<file path="src/hrn_pkg.sv">
// ==========================================================
// Shared constants and carriers for the reset and NMI entry unit
// ==========================================================
package hrn_pkg;

   // ==========================================================
   // Widths
   // ==========================================================
   localparam int XLEN = 32;
   localparam int CODE_W = 8;
   localparam int MODE_W = 4;

   // ==========================================================
   // Register byte offsets
   // ==========================================================
   localparam logic [7:0] OFF_EVT_STAT = 8'h00;
   localparam logic [7:0] OFF_EVT_EN = 8'h04;
   localparam logic [7:0] OFF_EVT_CLR = 8'h08;
   localparam logic [7:0] OFF_CAUSE = 8'h0C;
   localparam logic [7:0] OFF_EPC = 8'h10;
   localparam logic [7:0] OFF_PC = 8'h14;
   localparam logic [7:0] OFF_ARCH = 8'h18;
   localparam logic [7:0] OFF_ISA = 8'h1C;
   localparam logic [7:0] OFF_PROT = 8'h20;

   // ==========================================================
   // Event bit positions
   // ==========================================================
   localparam int EVT_RESET = 0;
   localparam int EVT_NMI = 1;
   localparam int EVT_W = 2;

   // ==========================================================
   // Reset values and codes
   // ==========================================================
   localparam logic [1:0] PRIV_M = 2'h3;
   localparam logic [1:0] PRIV_RSVD = 2'h2;
   localparam logic [CODE_W-1:0] CAUSE_FULL_RESET = 8'h00;
   localparam logic [CODE_W-1:0] CAUSE_NMI_UNKNOWN = 8'h00;
   localparam logic [MODE_W-1:0] MODE_BARE = 4'h0;
   localparam logic [MODE_W-1:0] MODE_PAGED = 4'h8;
   localparam logic [1:0] PROT_A_OFF = 2'h0;
   localparam logic [XLEN-1:0] RESET_VECTOR = 32'h0000_1000;
   localparam logic [XLEN-1:0] NMI_VECTOR = 32'h0000_2000;
   localparam logic [XLEN-1:0] ISA_MAX = 32'h4000_1105;

   // ==========================================================
   // Architectural state carrier
   // ==========================================================
   typedef struct packed {
      logic [MODE_W-1:0] vsatp_mode;   // [15:12]
      logic [MODE_W-1:0] hgatp_mode;   // [11:8]
      logic resv_valid;                // [7]
      logic nmi_enable;                // [6]
      logic machine_big_endian;        // [5]
      logic modify_privilege_for_loads_stores; // [4]
      logic mie;                       // [3]
      logic spare;                     // [2] reads zero
      logic [1:0] priv;                // [1:0]
   } hrn_arch_s;

   // Pipeline update port
   typedef struct packed {
      logic arch_we;
      hrn_arch_s arch;
      logic epc_we;
      logic [XLEN-1:0] epc;
      logic cause_we;
      logic [XLEN-1:0] cause;
      logic isa_we;
      logic [XLEN-1:0] isa;
   } hrn_upd_s;

   // Request from a reset or NMI source
   typedef struct packed {
      logic req;
      logic [CODE_W-1:0] code;
   } hrn_req_s;

endpackage : hrn_pkg
</file>
<file path="src/hrn_entry.sv">
// The placing of the registers and the APB interface to the registers are this design's own decisions.
`timescale 1ns/1ps
module hrn_entry #(
   parameter int NUM_PROT = 8,
   parameter bit RST_DISTINGUISH = 1'b1,
   parameter bit NMI_DISTINGUISH = 1'b1,
   parameter bit HAS_HYP = 1'b1,
   parameter bit HAS_RNMI = 1'b1,
   parameter bit HAS_ATOMIC = 1'b1,
   parameter bit LITTLE_ENDIAN_OK = 1'b1,
   parameter logic [NUM_PROT-1:0] PROT_RST_L = '0,
   parameter logic [2*NUM_PROT-1:0] PROT_RST_A = '0
) (
   input wire logic pclk,                          // Hart and bus clock
   input wire logic presetn,                       // Async reset, active low
   input wire logic psel,                          // APB select
   input wire logic penable,                       // APB access phase
   input wire logic pwrite,                        // APB direction
   input wire logic [7:0] paddr,                   // APB byte address
   input wire logic [31:0] pwdata,                 // APB write data
   output logic [31:0] prdata,                     // APB read data
   output logic pready,                            // APB ready
   output logic pslverr,                           // APB error
   input wire hrn_pkg::hrn_req_s rst_src,          // Soft reset request
   input wire hrn_pkg::hrn_req_s nmi_src,          // Hardware error NMI
   input wire logic [hrn_pkg::XLEN-1:0] cur_pc,    // Interrupted instr address
   input wire hrn_pkg::hrn_upd_s upd,              // Pipeline CSR updates
   input wire logic [NUM_PROT-1:0] prot_we,        // Protection entry write
   input wire logic [2*NUM_PROT-1:0] prot_a_wr,    // Protection mode data
   input wire logic [NUM_PROT-1:0] prot_l_wr,      // Protection lock data
   output logic redirect,                          // Pc redirect pulse
   output logic [hrn_pkg::XLEN-1:0] redirect_pc,   // Redirect target
   output hrn_pkg::hrn_arch_s arch,                // Architectural state
   output logic [hrn_pkg::XLEN-1:0] mepc,          // Exception pc
   output logic [hrn_pkg::XLEN-1:0] mcause,        // Trap cause
   output logic [hrn_pkg::XLEN-1:0] isa,           // Extension register
   output logic [2*NUM_PROT-1:0] prot_a,           // Protection modes
   output logic [NUM_PROT-1:0] prot_l,             // Protection locks
   output logic irq                                // Event interrupt
);

   // ==========================================================
   // Declarations
   // ==========================================================
   // State registers
   hrn_pkg::hrn_arch_s arch_q;
   hrn_pkg::hrn_arch_s arch_d;
   logic [hrn_pkg::XLEN-1:0] epc_q;
   logic [hrn_pkg::XLEN-1:0] cause_q;
   logic [hrn_pkg::XLEN-1:0] isa_q;
   logic [hrn_pkg::XLEN-1:0] pc_q;
   logic redirect_q;
   logic [2*NUM_PROT-1:0] prot_a_q;
   logic [NUM_PROT-1:0] prot_l_q;
   logic [hrn_pkg::EVT_W-1:0] evt_stat_q;
   logic [hrn_pkg::EVT_W-1:0] evt_en_q;
   // Request and bus decode
   logic soft_rst;
   logic nmi_take;
   logic [hrn_pkg::CODE_W-1:0] rst_code;
   logic [hrn_pkg::CODE_W-1:0] nmi_code;
   logic wr_acc;
   logic rd_acc;
   logic mapped;
   logic [hrn_pkg::EVT_W-1:0] evt_set;
   logic [hrn_pkg::EVT_W-1:0] evt_clr;

   // ==========================================================
   // Request decode
   // ==========================================================
   // Sampled synchronous requests, reset wins over NMI
   // synchronous source requests
   assign soft_rst = rst_src.req;
   assign nmi_take = nmi_src.req & ~soft_rst;

   assign rst_code = RST_DISTINGUISH ? rst_src.code : hrn_pkg::CAUSE_FULL_RESET;
   assign nmi_code = NMI_DISTINGUISH ? nmi_src.code : hrn_pkg::CAUSE_NMI_UNKNOWN;

   // ==========================================================
   // Architectural state
   // ==========================================================
   // Legalised next value from pipeline writes
   always_comb begin
      arch_d = arch_q;
      if (upd.arch_we) begin
         arch_d = upd.arch;
         arch_d.spare = 1'b0;
         if (upd.arch.priv == hrn_pkg::PRIV_RSVD) begin
            arch_d.priv = arch_q.priv;
         end
         if (!LITTLE_ENDIAN_OK) begin
            arch_d.machine_big_endian = 1'b1;
         end
         if (!HAS_ATOMIC) begin
            arch_d.resv_valid = 1'b0;
         end
         if (!HAS_RNMI) begin
            arch_d.nmi_enable = 1'b0;
         end
         if (!HAS_HYP || (upd.arch.hgatp_mode != hrn_pkg::MODE_BARE &&
               upd.arch.hgatp_mode != hrn_pkg::MODE_PAGED)) begin
            arch_d.hgatp_mode = HAS_HYP ? arch_q.hgatp_mode : hrn_pkg::MODE_BARE;
         end
         if (!HAS_HYP || (upd.arch.vsatp_mode != hrn_pkg::MODE_BARE &&
               upd.arch.vsatp_mode != hrn_pkg::MODE_PAGED)) begin
            arch_d.vsatp_mode = HAS_HYP ? arch_q.vsatp_mode : hrn_pkg::MODE_BARE;
         end
      end
   end

   // Status, mode and translation fields
   always_ff @(posedge pclk or negedge presetn) begin
      if (!presetn) begin
         arch_q.priv <= hrn_pkg::PRIV_M;
         arch_q.spare <= 1'b0;
         arch_q.mie <= 1'b0;
         arch_q.modify_privilege_for_loads_stores <= 1'b0;
         // little-endian start
         // Parts without little-endian support stay big-endian
         arch_q.machine_big_endian <= !LITTLE_ENDIAN_OK;
         arch_q.nmi_enable <= 1'b0;
         arch_q.resv_valid <= 1'b0;
         arch_q.hgatp_mode <= hrn_pkg::MODE_BARE;
         arch_q.vsatp_mode <= hrn_pkg::MODE_BARE;
      end else if (soft_rst) begin
         arch_q.priv <= hrn_pkg::PRIV_M;
         arch_q.spare <= 1'b0;
         arch_q.mie <= 1'b0;
         arch_q.modify_privilege_for_loads_stores <= 1'b0;
         arch_q.machine_big_endian <= !LITTLE_ENDIAN_OK;
         arch_q.nmi_enable <= 1'b0;
         arch_q.resv_valid <= 1'b0;
         arch_q.hgatp_mode <= hrn_pkg::MODE_BARE;
         arch_q.vsatp_mode <= hrn_pkg::MODE_BARE;
      end else if (nmi_take) begin
         arch_q.priv <= hrn_pkg::PRIV_M;
      end else begin
         arch_q <= arch_d;
      end
   end

   // ==========================================================
   // Exception pc and cause
   // ==========================================================
   // Exception pc, cleared by power-on reset, untouched by soft reset
   always_ff @(posedge pclk or negedge presetn) begin
      if (!presetn) begin
         epc_q <= '0;
      end else if (nmi_take) begin
         epc_q <= cur_pc;
      end else if (!soft_rst && upd.epc_we) begin
         epc_q <= upd.epc;
      end
   end

   // Cause register
   always_ff @(posedge pclk or negedge presetn) begin
      if (!presetn) begin
         cause_q <= {{(hrn_pkg::XLEN-hrn_pkg::CODE_W){1'b0}}, hrn_pkg::CAUSE_FULL_RESET};
      end else if (soft_rst) begin
         cause_q <= {{(hrn_pkg::XLEN-hrn_pkg::CODE_W){1'b0}}, rst_code};
      end else if (nmi_take) begin
         cause_q <= {1'b1, {(hrn_pkg::XLEN-hrn_pkg::CODE_W-1){1'b0}}, nmi_code};
      end else if (upd.cause_we) begin
         cause_q <= upd.cause;
      end
   end

   // ==========================================================
   // Extension register
   // ==========================================================
   // Reset load and masked pipeline writes
   always_ff @(posedge pclk or negedge presetn) begin
      if (!presetn) begin
         isa_q <= hrn_pkg::ISA_MAX;
      end else if (soft_rst) begin
         isa_q <= hrn_pkg::ISA_MAX;
      end else if (!nmi_take && upd.isa_we) begin
         isa_q <= upd.isa & hrn_pkg::ISA_MAX;
      end
   end

   // ==========================================================
   // Program counter redirect
   // ==========================================================
   // One-cycle redirect with its target
   always_ff @(posedge pclk or negedge presetn) begin
      if (!presetn) begin
         pc_q <= hrn_pkg::RESET_VECTOR;
         redirect_q <= 1'b1;
      end else if (soft_rst) begin
         pc_q <= hrn_pkg::RESET_VECTOR;
         redirect_q <= 1'b1;
      end else if (nmi_take) begin
         pc_q <= hrn_pkg::NMI_VECTOR;
         redirect_q <= 1'b1;
      end else begin
         redirect_q <= 1'b0;
      end
   end

   // ==========================================================
   // Protection entries
   // ==========================================================
   // One register set per entry, locked entries frozen
   for (genvar i = 0; i < NUM_PROT; i++) begin : g_prot
      always_ff @(posedge pclk or negedge presetn) begin
         if (!presetn) begin
            prot_a_q[2*i +: 2] <= PROT_RST_A[2*i +: 2];
            prot_l_q[i] <= PROT_RST_L[i];
         end else if (soft_rst) begin
            prot_a_q[2*i +: 2] <= PROT_RST_A[2*i +: 2];
            prot_l_q[i] <= PROT_RST_L[i];
         end else if (!nmi_take && prot_we[i] && !prot_l_q[i]) begin
            prot_a_q[2*i +: 2] <= prot_a_wr[2*i +: 2];
            prot_l_q[i] <= prot_l_wr[i];
         end
      end
   end

   // ==========================================================
   // APB slave
   // ==========================================================
   // Access phase qualifiers, zero wait states
   assign wr_acc = psel & penable & pwrite;
   assign rd_acc = psel & penable & ~pwrite;
   assign pready = 1'b1;

   // Address decode
   always_comb begin
      mapped = 1'b1;
      prdata = '0;
      case (paddr)
         hrn_pkg::OFF_EVT_STAT: prdata[hrn_pkg::EVT_W-1:0] = evt_stat_q;
         hrn_pkg::OFF_EVT_EN: prdata[hrn_pkg::EVT_W-1:0] = evt_en_q;
         hrn_pkg::OFF_EVT_CLR: prdata = '0;
         hrn_pkg::OFF_CAUSE: prdata = cause_q;
         hrn_pkg::OFF_EPC: prdata = epc_q;
         hrn_pkg::OFF_PC: prdata = pc_q;
         hrn_pkg::OFF_ARCH: prdata[$bits(hrn_pkg::hrn_arch_s)-1:0] = arch_q;
         hrn_pkg::OFF_ISA: prdata = isa_q;
         hrn_pkg::OFF_PROT: prdata = {{(32-3*NUM_PROT){1'b0}}, prot_l_q, prot_a_q};
         default: mapped = 1'b0;
      endcase
      // Data only stands during a read access
      if (!rd_acc) begin
         prdata = '0;
      end
   end

   // Unmapped offsets refused
   assign pslverr = psel & penable & ~mapped;

   // ==========================================================
   // Event interrupt
   // ==========================================================
   // Reset and NMI events, write-one-to-clear
   assign evt_set = {nmi_take, soft_rst};
   assign evt_clr = (wr_acc && paddr == hrn_pkg::OFF_EVT_CLR) ?
      pwdata[hrn_pkg::EVT_W-1:0] : '0;

   // Sticky status, set wins over clear
   always_ff @(posedge pclk or negedge presetn) begin
      if (!presetn) begin
         evt_stat_q <= '0;
      end else begin
         evt_stat_q <= (evt_stat_q & ~evt_clr) | evt_set;
      end
   end

   // Enable mask
   always_ff @(posedge pclk or negedge presetn) begin
      if (!presetn) begin
         evt_en_q <= '0;
      end else if (wr_acc && paddr == hrn_pkg::OFF_EVT_EN) begin
         evt_en_q <= pwdata[hrn_pkg::EVT_W-1:0];
      end
   end

   // Level output while an enabled bit is set
   assign irq = |(evt_stat_q & evt_en_q);

   // ==========================================================
   // Outputs
   // ==========================================================
   // Registered state to the pipeline
   assign redirect = redirect_q;
   assign redirect_pc = pc_q;
   assign arch = arch_q;
   assign mepc = epc_q;
   assign mcause = cause_q;
   assign isa = isa_q;
   assign prot_a = prot_a_q;
   assign prot_l = prot_l_q;

endmodule : hrn_entry

</file>
<file path="config.mk">
export PLATFORM = sky130hd
export DESIGN_NAME = hrn_entry
export DESIGN_NICKNAME = d
export VERILOG_FILES = /design/src/hrn_pkg.sv /design/src/hrn_entry.sv
export SDC_FILE = /design/constraint.sdc
export NUM_CORES = 1
export LEC_CHECK = 0
export BUFFER_PORTS_ARGS = -buffer_cell sky130_fd_sc_hd__buf_4
export CAP_MARGIN = 20
export CORE_AREA = 2 2 173 175
export DETAILED_ROUTE_END_ITERATION = 12
export DIE_AREA = 0 0 175 177
export SYNTH_ARGS = -nofsm -noshare
export SYNTH_HDL_FRONTEND = slang
export SYNTH_SLANG_ARGS = --single-unit
</file>
<file path="constraint.sdc">
create_clock -name pclk -period 2.5 [get_ports pclk]
set_clock_uncertainty 0.2 [all_clocks]
set_input_delay 0.625 -clock pclk [delete_from_list [all_inputs] [get_ports pclk]]
set_output_delay 0.625 -clock pclk [all_outputs]
set_load 0.01 [all_outputs]
</file>
# [After elaboration in Yosys (flattened, before gate mapping)]
# Index checks and enable logic that the tools add are counted.
# Widths: inputs -> output; s select.
[classes] n_eq_ne=15 n_mux=56 bitwise_logic=12 n_reduce_logical=55
[ops] operator="$mux 32" count=10
[ops] operator="$pmux 14 s6" count=1
[ops] operator="$pmux 16 s5" count=1
[ops] operator="$mux 2" count=19
[ops] operator="$eq 8x5->1 const B" count=4
[ops] operator="$mux 16" count=2
[ops] operator="$reduce_bool 2->1" count=12
[ops] operator="$logic_and 1x1->1" count=22
[ops] operator="$mux 1" count=19
[ops] operator="$eq 8x4->1 const B" count=2
[ops] operator="$pmux 2 s8" count=1
[ops] operator="$mux 14" count=1
[ops] operator="$logic_not 1->1" count=10
[ops] operator="$reduce_or 9->1" count=1
[ops] operator="$eq 8x3->1 const B" count=1
[ops] operator="$eq 8x6->1 const B" count=1
[ops] operator="$logic_not 8->1" count=1
[ops] operator="$mux 4" count=2
[ops] operator="$ne 4x4->1 const B" count=2
[ops] operator="$reduce_bool 4->1" count=2
[ops] operator="$ne 2x2->1 const B" count=3
[ops] operator="$reduce_and 3->1" count=2
[ops] operator="$reduce_bool 3->1" count=2
[ops] operator="$and 1x1->1" count=5
[ops] operator="other kinds (8)" count=12
[word_totals] register_bits=173 input_bits=243 output_inout_bits=204 word_cells=170

# [Longest topological paths before layout]
# Gate-level depths: netlist (run 1).
[logic_depth] ltp_word=7 mapped_depth=7 ltp_nobuf=4

# [Worst setup path before layout (run 1)]
# OpenSTA, ideal clock, no wires.
[synth_path] path_kind="input -> output" from="input paddr[2]" to="output prdata[22]" t_arrival_ns=1.827 required_ns=1.675 setup_slack_ns=-0.152 stages=7 cell_sequence="buf_2 -> and4bb_1 -> and2_1 -> buf_2 -> buf_4 -> a222oi_1 -> nor2_1"
[synth_between] elab_chain_cells=3 elab_cells_between_ends=7 cone_classes="eq/ne (5); mux (2)"
[synth_lines] element="start, declared" line="hrn_entry.sv:19" text="input wire logic [7:0] paddr,"
[synth_lines] element="$eq 8x6->1, or another cell as far along" line="hrn_entry.sv:233" text="case (paddr)"
[synth_lines] element="$pmux 16 s5 (*)" line="hrn_entry.sv:233"
[synth_lines] element="$mux 32 (*)" line="hrn_entry.sv:246" text="if (!rd_acc) begin"
[synth_lines] element="end, declared" line="hrn_entry.sv:21" text="output logic [31:0] prdata,"
# Every way passes the cells marked *; elsewhere a longest branch is shown, timed or not.

# [Worst setup path after layout (run 1)]
[layout_path] from="register arch_q, in the netlist arch[12]" to="output prdata[12]"
[layout_between] elab_chain_cells=2
[layout_lines] element="start, declared" line="hrn_entry.sv:46" text="hrn_pkg::hrn_arch_s arch_q;"
[layout_lines] element="start signal, assigned" line="hrn_entry.sv:138" text="arch_q <= arch_d;"
[layout_lines] element="$pmux 14 s6" line="hrn_entry.sv:233"
[layout_lines] element="$mux 32" line="hrn_entry.sv:246"
# No other way between the ends.

==> results by stage, run 1 <==
Outcome:
- The flow ran to the end, but the final reports show violations.
- The final reports fail on negative setup slack.

Synthesis:
- By area the synthesized netlist is led by dfrtp_1 41%, mux2i_1 11%, buf_4 7.4%, nor2_1 6.3%, dfstp_2 3.7%.
- The register bit total from synthesis is 115.
- In this run, synthesis inferred 0 flip-flops with an integrated enable.
- The Yosys step of the flow raised 0 warnings.
- Summed over all instances, the cell type with the most area after synthesis is dfrtp_1.
- Synthesis instantiated 47 different standard cells from the library.
- After synthesis, the share of flip-flops with an asynchronous set or reset is 100%.
- The share of Yosys cell area claimed by the top area cell type is 41.3%.
- The post-synthesis sequential area ratio is 45.0%.
- Synthesis produced 678 cells.
- The post-synthesis cell area is 6420 um2.
- The top flip-flop cell by instance count after synthesis is dfrtp_1.
- The mean post-synth cell area is 9.47 um2.

Die:
- The floorplan die width is 175 um.
- The floorplan has 63 rows.
- The I/O pin count is 447.
- The area of the core region is 29200 um2.
- The initial utilization of the core area, before any placement, comes to 22.0%.
- The height of the die is 177 um.
- The floorplan step defined a die boundary enclosing 31000 um2.

STA:
- Measured against its own limit, the worst slew margin works out to 59.8%.
- The final period utilization is 112%.
- The number of endpoints with negative hold slack in the final report was 0.
- Setup violations remaining at the end of the flow were counted as 32.
- Summed over all failing endpoints, the final setup total negative slack is -8.71 ns.
- Static timing analysis puts the maximum clock frequency at 0.356 GHz.
- The count of final max-slew check failures was 0.
- For the pin with the worst max-slew slack, the measured transition is 0.603 ns.
- Setup repair after global routing could not meet its margin everywhere.
- For the finished layout, the period the worst path requires is 2.81 ns.
- The minimum setup slack in the final design is -0.312 ns.

Setup path:
- Of all nets on the critical path, the largest fanout is 2.
- The required time of the critical path is 1.67 ns.
- The destination of the worst register-to-register timing path is prot_a[13]$_DFFE_PN0P_.
- The critical path is of the flop to output port type.
- The startpoint identified for the worst register-to-register timing path is prot_l[6]$_DFFE_PN0P_.
- The reg-to-reg setup timing slack is 0.90 ns.
- The arrival time reported for the critical path endpoint is 1.99 ns.
- STA classifies the critical path endpoint as an output port.
- STA classifies the critical path startpoint as a flop.
- The worst reg-to-reg path cell count is 4.

Hold path:
- The worst min-delay path class is input pin to flop.
- Counting instances, the worst hold path has a depth of 2.
- For hold timing, the worst endpoint is isa[8]$_DFFE_PN1P_.
- The startpoint identified for the worst hold timing path is upd[8].

GRT:
- The total global routing track utilization is 19.0%.
- The initial antenna violation count came to 0.
- The overall overflow remaining after global route is 0.
- Entering global routing, the biggest net connects 41 pins.
- The number of global-route vias before repair is 6538.
- The first global-routing pass estimated 42.5 mm of wire.

Finish:
- The most common library cell in the layout ignoring fill and taps is buf_4.
- The non-filler instance count after layout is 1445.
- Measured on the finished design, the core utilization comes to 36.5%.
- The number of antenna diodes in the final layout is 0.
- The layout net count is 1285.
- The area growth from synthesis to layout is 66.3%.
- In the layout the commonest cells are 357 x buf_4, 106 x dfrtp_1, 80 x nor2_1.
- The number of fillers in the final layout is 2951.
- Cells with a size suffix above 1 make up 47.4% of the layout.

Clock tree:
- The clock sink count is 115.
- TritonCTS built the clock tree.
- The total CTS buffers is 17.
- After clock tree synthesis, the clock-pin slew on the worst setup and hold paths is 0.07 ns.
- The number of levels in the clock H-tree is 4.
- The CTS root buffer is clkbuf_16.
- The clock latency at the later pin of the worst-skew pair is 0.41 ns.
- In this run the deepest clock path goes through 2 buffers.

Run:
- The max-capacitance violation count is 0.

Pwr:
- The areal power density over the cells is 546 nW/um2.
- The leakage power summed over all cells is 5.07 nW.
- VDD sags by at most 0.344 mV.

Placement:
- The number of port buffers is 329.
- The final weighted congestion in routability-driven placement is 0.804.
- The post-DP HPWL is 22.9 mm.
- After detailed placement, the design holds a cell count of 1397.

Route:
- Once detail routing completed, the nets flagged for antenna violations numbered 0.
- For this block, the routed nets add up to 30.1 mm of wire.
- The final routed wire length divided by cell count is 20.8 um.
- The initial detailed-routing violation count is 361.
- Using the TritonRoute via totals, the vias-per-cell ratio works out to 4.53.
- The detailed-route via count is 6540.
- The first detailed-routing pass took 6 iterations.
- The post-route DRC violation count is 0.
==> stage by stage <==
stage	power [mW]	worst slack [ns]	area, um2	hold WS (ns)
2_1_floorplan	2.60	-0.0685	6760	0.129
3_3_place_gp	3.23	-0.376	9550	0.290
3_5_place_dp	3.24	-0.398	9550	0.299
4_1_cts	5.93	-0.328	10600	0.196
5_1_grt	6.11	-0.368	10700	0.201
6_report	5.83	-0.312	10700	0.220
==> power breakdown <==
| part | total [mW] | switching (mW) | internal, mW |
|---|---|---|---|
| Clock | 2.61 | 1.02 | 1.60 |
| Combinational | 1.09 | 0.541 | 0.551 |
| Sequential | 2.13 | 0.136 | 1.99 |
==> flip-flops by register name, summed over array words and instances (netlist names) <==
name / flops
redirect: 1
arch: 15
mcause: 32
prot_l: 8
mepc: 32
evt_stat_q: 2
prot_a: 16
isa: 5
redirect_pc: 2
evt_en_q: 2
==> Yosys cell counts (all sizes together), types with 2 or more instances <==
| cell | instances |
|---|---|
| nand3 | 6 |
| o21ai | 40 |
| nor2 | 109 |
| nand2 | 51 |
| nor4 | 5 |
| a21o | 3 |
| mux2i | 69 |
| a211o | 5 |
| clkbuf | 27 |
| and3 | 2 |
| a22o | 14 |
| buf | 82 |
| nand3b | 2 |
| o21bai | 2 |
| a21oi | 20 |
| dfrtp | 106 |
| a31oi | 20 |
| nor2b | 9 |
| conb | 2 |
| a222oi | 21 |
| and2 | 19 |
| dfstp | 9 |
| mux2 | 3 |
| or2 | 3 |
| inv | 10 |
| a22oi | 9 |
| a221oi | 8 |
| nor4b | 4 |
| nor3b | 10 |
==> timing repair <==
| action | 4_1_cts | 5_1_grt |
|---|---|---|
| buffers inserted | 12 | 1 |
| endpoints found under the setup margin | 32 | 32 |
| cloned | 2 | 1 |
| resized for setup | 53 | 27 |
| pin swaps | 18 | 7 |
| endpoints found under the hold margin | 27 | 0 |
| hold buffers | 1 | 0 |
==> cell families after synthesis <==
group,share of synthesized area [%]
flip-flops,45.0
XOR/XNOR,0.136
AND/OR/NAND/NOR,16.8
AO/OA/AOI/OAI,15.3
multiplexers,11.7
buffers and inverters,10.9
other,0.117
==> worst max path at each step <==
stage | startpoint | end | slack (ns)
global route | arch[12]$_DFFE_PN0P_ | prdata[12] | -0.37
floorplan | paddr[3] | prdata[22] | -0.07
global placement | paddr[2] | prdata[12] | -0.38
detailed placement | paddr[2] | prdata[12] | -0.40
CTS | arch[12]$_DFFE_PN0P_ | prdata[12] | -0.33
finish | arch[12]$_DFFE_PN0P_ | prdata[12] | -0.31
==> metal layers <==
layer | global-route usage [%] | vias up | wire [um]
met4 | 6.04 | 0 | 584
met3 | 4.25 | 30 | 2000
li1 | - | 3018 | -
met2 | 33.5 | 358 | 15200
met5 | 0 | - | 0
met1 | 22.9 | 3134 | 12300
==> worst max-delay path, cell delays in order (launching register included) <==
cell,delay [ns]
dfrtp_1,0.38
mux4_2,0.50
a222oi_1,0.44
nor3_1,0.08
buf_4,0.17
==> final cells by class <==
cell class                      count  area, um2  share of cell area [%]
Tap cell                          390        488                    4.57
Sequential cell                   115       2890                    27.1
Timing Repair Buffer              397       3300                    30.9
Clock inverter                     15        194                    1.82
Multi-Input combinational cell    501       3340                    31.3
Clock buffer                       17        425                    3.99
Inverter                           10       37.5                   0.352
Note: power is estimated with default switching activity, not from simulation.
==> run 2: changes to the inputs <==
Settings changed: BUFFER_PORTS_ARGS -buffer_cell sky130_fd_sc_hd__buf_4 to -buffer_cell sky130_fd_sc_hd__clkbuf_2, REMOVE_ABC_BUFFERS set to 1.
==> results by stage, run 2 (same netlist as run 1, synthesis figures left out) <==
STA:
- The number of endpoints with negative hold slack in the final report is 0 (unchanged).
- The minimum clock period came to 2.88 ns (was 2.81 ns).
- The maximum frequency from static timing analysis is 0.347 GHz (was 0.356 GHz).
- The number of setup violations in the final report was 32 (unchanged).
- The sum of negative setup slack is -10.48 ns (was -8.71 ns).
- The worst hold slack after final layout is 0.226 ns (was 0.220 ns).
- The minimum setup slack in the final design came to -0.382 ns (was -0.312 ns).
- The final period utilization is 115% (was 112%).
- The count of final max-slew check failures is 0 (unchanged).
- RSZ-0062 raised after global routing: yes (unchanged).

Setup path:
- The critical path class was input pin to output port (was flop to output port).
- The buffering stage count on the worst path with inverters included is 5 (was 1).
- Cells traversed along the worst timing path: clkbuf_16 -> nor4_4 -> buf_4 -> and2_4 -> buf_12 -> buf_12 -> a222oi_1 -> nor2_1 -> buf_2 (was mux4_2 -> a222oi_1 -> nor3_1 -> buf_4).
- The slowest library cell on the worst path is nor4_4 (was mux4_2).
- The arrival time reported for the critical path endpoint was 2.06 ns (was 1.99 ns).
- The largest stage delay on the critical path is 0.33 ns (was 0.50 ns).
- The reg-to-reg setup timing slack is 0.98 ns (was 0.90 ns).
- The largest fanout of any net on the critical path is 6 (was 2).
- By instance count, the cell type seen most on the critical path is buf_12.
- The required time of the critical path is 1.67 ns (about the same).
- The kind of end point of the critical path is an output port (unchanged).
- The kind of cell adding the most delay to the critical path is buffers and inverters (was multiplexers).
- The kind of start point of the critical path is an input pin (was flop).

Route:
- The post-route DRC violation count is 0 (unchanged).
- The via density per instance was 4.50 (was 4.53).
- The number of optimization iterations in the first detailed-route pass came to 7 (was 6).
- The initial detailed-routing violation count is 349 (was 361).
- The total wire length after detailed routing is 28.2 mm (was 30.1 mm).
- The final routed wire length divided by cell count was 19.3 um (was 20.8 um).
- The number of routed nets with antenna violations is 0 (unchanged).
- The detailed-route via count came to 6578 (was 6540).

GRT:
- The number of global-route vias before repair was 6448 (was 6538).
- The pin count of the biggest net entering global routing is 56 (was 41).
- The overall overflow remaining after global route is 0 (unchanged).
- The total global routing track utilization is 18.0% (was 19.0%).
- The initial antenna violation count is 0 (unchanged).
- The global-route wire length before repair came to 41.0 mm (was 42.5 mm).

Clock tree:
- The clock tree from TritonCTS is done (unchanged).
- The clock sink count was 115 (unchanged).
- The clock latency at the later pin of the worst-skew pair came to 0.40 ns (was 0.41 ns).
- The largest buffer count on any clock path came to 2 (unchanged).
- The clock transition at the register clock pins on the worst setup and hold paths after CTS was 0.06 ns (was 0.07 ns).
- The total CTS buffers is 17 (unchanged).
- The CTS root buffer is clkbuf_16 (unchanged).
- The number of levels in the clock H-tree was 4 (unchanged).

Finish:
- The antenna diode count is 0 (unchanged).
- Leading cell types in the layout, fill and taps excluded: 293 x clkbuf_2, 106 x dfrtp_1, 102 x nor2_1 (was 357 x buf_4, 106 x dfrtp_1, 80 x nor2_1).
- The most common library cell in the layout ignoring fill and taps is clkbuf_2 (was buf_4).
- The layout net count is 1303 (was 1285).
- The area growth from synthesis to layout is 55.8% (was 66.3%).
- The register cell area after layout is 2890 um2 (unchanged).
- The area of the multi-input gates is 3290 um2 (was 3340 um2).
- The fraction of layout instances using a drive strength above 1 is 46.5% (was 47.4%).
- The number of fillers in the final layout is 3048 (was 2951).
- The post-route cell area was 10000 um2 (was 10700 um2).
- The final cell utilization of the core was 34.2% (was 36.5%).

Placement:
- The number of port buffers is 329 (unchanged).
- The final weighted congestion in routability-driven placement came to 0.857 (was 0.804).
- The post-DP HPWL is 21.0 mm (was 22.9 mm).
- The instance area at placement is 8840 um2 (was 9550 um2).

Outcome:
- Violated checks: negative setup slack (unchanged).
- Status: finished with violations (unchanged).

Run:
- The max-capacitance violation count is 0 (unchanged).

Die:
- The I/O pin count is 447 (unchanged).
- The starting density of the core was 22.0% (unchanged).
- The die area is 31000 um2 (unchanged).
- The area of the core region is 29200 um2 (unchanged).
- The floorplan die width is 175 um (unchanged).
- The height of the die is 177 um (unchanged).
- The standard-cell row count is 63 (unchanged).

Hold path:
- The worst min-delay path class is input pin to flop (unchanged).

Pwr:
- The worst voltage drop across the vdd grid was 0.344 mV (about the same).
- The leakage power summed over all cells is 4.99 nW (was 5.07 nW).
- The areal power density over the cells is 570 nW/um2 (was 546 nW/um2).
[run 2: changes by cell type in the layout (fill, tap and decap cells not counted), moves of 3 or more]
cell	delta
a22oi_1	-3
a22oi_2	+3
buf_12	+3
buf_2	+24
buf_4	-296
buf_6	-9
clkbuf_2	+293
clkbuf_8	+3
nor2_1	+22
nor2_2	-13
nor2_4	-9
nor4b_2	-3
nor4b_4	+3
[run 2: metrics by stage]
stage | instances | worst slack [ns] | power [mW]
finish | 1463 | -0.382 | 5.70
global route | 1463 | -0.485 | 5.96
CTS | 1458 | -0.384 | 5.78
detailed placement | 1413 | -0.522 | 3.09
global placement | 1413 | -0.501 | 3.07
floorplan | 626 | -0.800 | 2.47
[run 2: layout make-up]
type	instances	area share, %
timing repair buffer	414	26.7
clock inverter	13	1.73
sequential	115	28.9
clock buffer	19	4.53
tap	390	4.88
multi-input combinational	502	32.9
inverter	10	0.375
[run 2: routing by layer]
layer | track usage [%] | share of wire (%) | routed length [um] | vias up
met5 | 0 | 0 | 0 | -
met4 | 3.75 | 0.98 | 276 | 0
met3 | 3.37 | 5.2 | 1460 | 18
met2 | 32.6 | 52 | 14700 | 293
met1 | 22.2 | 42 | 11800 | 3210
li1 | - | - | - | 3057
[run 2: timing repair]
action,in CTS,in global routing
hold buffers,1,0
pin swaps,16,13
buffers inserted,9,6
gates cloned,3,0
hold endpoints to repair,10,0
endpoints found under the setup margin,32,33
resized for setup,58,41
[run 2: final timing paths]
path	start	endpoint	cells after the start
max in group asynchronous	presetn	mcause[19]$_DFFE_PN0P_	3
worst max-delay path	paddr[6]	prdata[20]	9
worst min-delay path	upd[0]	isa[0]$_DFFE_PN1P_	2
worst max register to register	prot_l[5]$_DFFE_PN0P_	prot_a[10]$_DFFE_PN0P_	4
min in group asynchronous	presetn	evt_en_q[1]$_DFFE_PN0P_	2
worst min register to register	mepc[7]$_DFFE_PN0P_	mepc[7]$_DFFE_PN0P_	2
[run 2: power by group]
part	switching (mW)	internal (mW)	leakage (nW)
sequential	0.128	1.99	1.47
combinational	0.539	0.430	3.22
clock	0.972	1.64	0.293
total	1.64	4.06	4.99
==> run 3: changes to the inputs <==
Settings changed: ABC_AREA set to 1, CORE_AREA 2 2 173 175 to 2 2 174 176, DIE_AREA 0 0 175 177 to 0 0 176 178.
Clock period 2.5 ns to 3.4 ns, I/O delays scaled along.
==> results by stage, run 3 <==
Outcome:
- Status: completed (was finished with violations).

STA:
- The final period utilization is 98.3%.
- The minimum setup slack in the final design was 0.0574 ns (was -0.382 ns).
- RSZ-0062 raised after global routing: yes (unchanged).
- The tightest slew margin relative to the limit is 49.1%.
- The sum of negative setup slack was 0 ns (was -10.48 ns).
- The actual slew at the worst max-slew pin is 0.762 ns.
- Derived from the worst setup path, the maximum achievable clock frequency is 0.299 GHz.
- The number of setup violations in the final report is 0 (was 32).
- The count of final max-slew check failures is 0 (unchanged).
- The number of endpoints with negative hold slack in the final report came to 0 (unchanged).
- The worst hold slack after final layout came to 0.166 ns (was 0.226 ns).
- The minimum clock period is 3.34 ns.

Setup path:
- The critical path class is input pin to output port (unchanged).
- The slowest library cell on the worst path is nor2_4 (was nor4_4).
- The required time of the critical path is 2.35 ns (was 1.67 ns).
- The destination of the worst register-to-register timing path is mepc[8]$_DFFE_PN0P_ (was prot_a[10]$_DFFE_PN0P_).
- The largest stage delay on the critical path is 0.21 ns (was 0.33 ns).
- The kind of end point of the critical path is an output port (unchanged).
- The startpoint of the lowest-slack register-to-register path is mepc[8]$_DFFE_PN0P_ (was prot_l[5]$_DFFE_PN0P_).
- The kind of start point of the critical path was an input pin (unchanged).
- The largest fanout of any net on the critical path is 7 (was 6).
- The reg-to-reg setup timing slack came to 2.20 ns (was 0.98 ns).
- Cells traversed along the worst timing path: clkbuf_2 -> nor2_4 -> nand2_2 -> nor2_4 -> nor2_1 -> nand2_2 -> nand2_8 -> buf_12 -> a21oi_1 -> clkbuf_2 (was clkbuf_16 -> nor4_4 -> buf_4 -> and2_4 -> buf_12 -> buf_12 -> a222oi_1 -> nor2_1 -> buf_2).
- The worst reg-to-reg path cell count came to 2 (was 4).
- The arrival time reported for the critical path endpoint is 2.29 ns (was 2.06 ns).

Pwr:
- The leakage power summed over all cells is 4.79 nW (was 4.99 nW).
- The total power came to 4.12 mW (was 5.70 mW).
- The areal power density over the cells was 444 nW/um2 (was 570 nW/um2).
- The worst voltage drop across the vdd grid came to 0.300 mV (was 0.344 mV).

Clock tree:
- The CTS root buffer is clkbuf_16 (unchanged).
- The clock latency at the later pin of the worst-skew pair is 0.41 ns (was 0.40 ns).
- The clock sink count is 115 (unchanged).
- The clock transition at the register clock pins on the worst setup and hold paths after CTS came to 0.06 ns (about the same).
- The total CTS buffers is 17 (unchanged).
- The clock tree from TritonCTS is done (unchanged).
- The largest buffer count on any clock path was 2 (unchanged).
- The number of levels in the clock H-tree is 4 (unchanged).

Die:
- The starting density of the core is 22.3% (was 22.0%).
- The area of the core region is 29400 um2 (was 29200 um2).
- The standard-cell row count was 63 (unchanged).
- The die area is 31300 um2 (was 31000 um2).
- The I/O pin count is 447 (unchanged).
- The height of the die was 178 um (was 177 um).
- The floorplan die width is 176 um (was 175 um).

Route:
- The detailed-route via count came to 7187 (was 6578).
- The final routed wire length divided by cell count is 18.3 um (was 19.3 um).
- The routed wire length on met2 is 14.6 mm (was 14.7 mm).
- The post-route met1 wirelength came to 12.9 mm (was 11.8 mm).
- The number of routed nets with antenna violations is 0 (unchanged).
- The total wire length after detailed routing was 29.8 mm (was 28.2 mm).
- The top routing layer in use is met4 (unchanged).
- The number of optimization iterations in the first detailed-route pass is 5 (was 7).
- The post-route DRC violation count came to 0 (unchanged).
- The initial detailed-routing violation count is 406 (was 349).
- The met3 layer wire length in the routed design is 1.71 mm (was 1.46 mm).
- The via density per instance is 4.41 (was 4.50).

Placement:
- The number of port buffers came to 329 (unchanged).
- The final weighted congestion in routability-driven placement is 0.834 (was 0.857).
- The instance area at placement is 8590 um2 (was 8840 um2).
- The post-DP HPWL is 22.5 mm (was 21.0 mm).
- The minimum setup slack after placement came to -0.000410 ns (was -0.522 ns).

Synthesis:
- The async set or reset register ratio after synthesis came to 100% (unchanged).
- The count of mapped cells out of synthesis is 885 (was 678).
- The top flip-flop cell by instance count after synthesis is dfrtp_1 (unchanged).
- The largest area contributor in the netlist is dfrtp_1 (unchanged).
- The post-synthesis sequential area ratio is 44.1% (was 45.0%).
- The dominant cell by count in the synthesized netlist is nand2_1 (was nor2_1).
- The mean post-synth cell area is 7.40 um2 (was 9.47 um2).
- Synth top cells by count: 219 x nand2_1, 106 x dfrtp_1, 95 x o21ai_0 (was 108 x nor2_1, 106 x dfrtp_1, 69 x mux2i_1).
- The share of Yosys cell area claimed by the top area cell type is 40.5% (was 41.3%).
- The post-synthesis cell area was 6550 um2 (was 6420 um2).
- The post-synthesis cell type count came to 29 (was 47).
- Dominant cells by area after synthesis: dfrtp_1 40%, nand2_1 13%, o21ai_0 7.3%, buf_4 7.1%, nor2_1 5.2% (was dfrtp_1 41%, mux2i_1 11%, buf_4 7.4%, nor2_1 6.3%, dfstp_2 3.7%).
- The number of warnings printed during yosys synthesis came to 0 (unchanged).
- The number of enable-type register cells in the synthesized netlist is 0 (unchanged).
- The register bit total from synthesis is 115 (unchanged).

GRT:
- The overall overflow remaining after global route was 0 (unchanged).
- The global-route wire length before repair came to 42.9 mm (was 41.0 mm).
- The number of global-route vias before repair is 7042 (was 6448).
- The initial antenna violation count is 0 (unchanged).
- The pin count of the biggest net entering global routing was 52 (was 56).
- The total global routing track utilization is 18.7% (was 18.0%).

Hold path:
- The worst min-delay path class is input pin to asynchronous set/reset pin (was input pin to flop).

Finish:
- The fraction of layout instances using a drive strength above 1 is 35.7% (was 46.5%).
- The antenna diode count is 0 (unchanged).
- The post-route cell area came to 9280 um2 (was 10000 um2).
- The most common library cell in the layout ignoring fill and taps is clkbuf_2 (unchanged).
- The area growth from synthesis to layout was 41.7% (was 55.8%).
- Leading cell types in the layout, fill and taps excluded: 325 x clkbuf_2, 214 x nand2_1, 106 x dfrtp_1 (was 293 x clkbuf_2, 106 x dfrtp_1, 102 x nor2_1).
- The layout net count was 1468 (was 1303).

Run:
- The max-capacitance violation count is 0 (unchanged).
## run 3: layout make-up
class,instances,area [um2]
flip-flops and latches,115,2890
well taps,390,488
repair buffers,363,2020
clock inverters,15,184
multi-input cells,646,2970
clock buffers,17,425
inverters,82,308
fillers,3194,20100
## run 3: logic make-up after synthesis
| kind of cell | count (synthesis) | synth area share, % |
|---|---|---|
| other cells | 2 | 0.115 |
| buf+inv | 181 | 14.6 |
| compound gates | 194 | 16.1 |
| simple gates | 393 | 25.1 |
| flops | 115 | 44.1 |
## run 3: worst max path at each step
stage / to / slack (ns) / depth (start not counted) / startpoint
final: prdata[10] / 0.06 / 10 / paddr[1]
after global routing: prdata[12] / -0.04 / 11 / paddr[4]
after CTS: prdata[10] / 0.01 / 10 / paddr[7]
after detailed placement: prdata[12] / -0.0004 / 10 / paddr[7]
after global placement: prdata[12] / -0.003 / 10 / paddr[7]
after floorplan: mepc[19]$_DFFE_PN0P_ / -0.02 / 7 / nmi_src[8]
## run 3: per-stage QoR
step / std cells / utilization [%]
after detailed placement: 1593 / 29.2
after global placement: 1593 / 29.2
final: 1628 / 31.6
after floorplan: 843 / -
after CTS: 1625 / 31.3
after global routing: 1628 / 31.6
## run 3: where the power goes
group | internal [mW] | switching, mW | leakage (nW) | total (mW)
sequential | 1.48 | 0.0941 | 1.46 | 1.58
clock | 1.16 | 0.733 | 0.290 | 1.89
combinational | 0.242 | 0.407 | 3.04 | 0.649
## run 3: repair_timing
action / 4_1_cts / 5_1_grt
hold buffers: 0 / 0
setup buffers: 0 / 2
gates cloned: 0 / 1
pin swaps: 0 / 4
setup endpoints to repair: 2 / 24
resized for setup: 2 / 15
## run 3: worst max-delay path, delay by kind of cell
kind | cells | cell delay, ns
AOI/OAI and AO/OA | 1 | 0.16
and+or+nand+nor | 6 | 0.85
buffers and inverters | 3 | 0.43
## run 3: per-layer routing
metal  track usage [%]  vias to the layer above
met1              23.7                     3389
met4              5.17                        0
met5                 0                        -
met2              32.3                      322
met3              4.16                       38
li1                  -                     3438
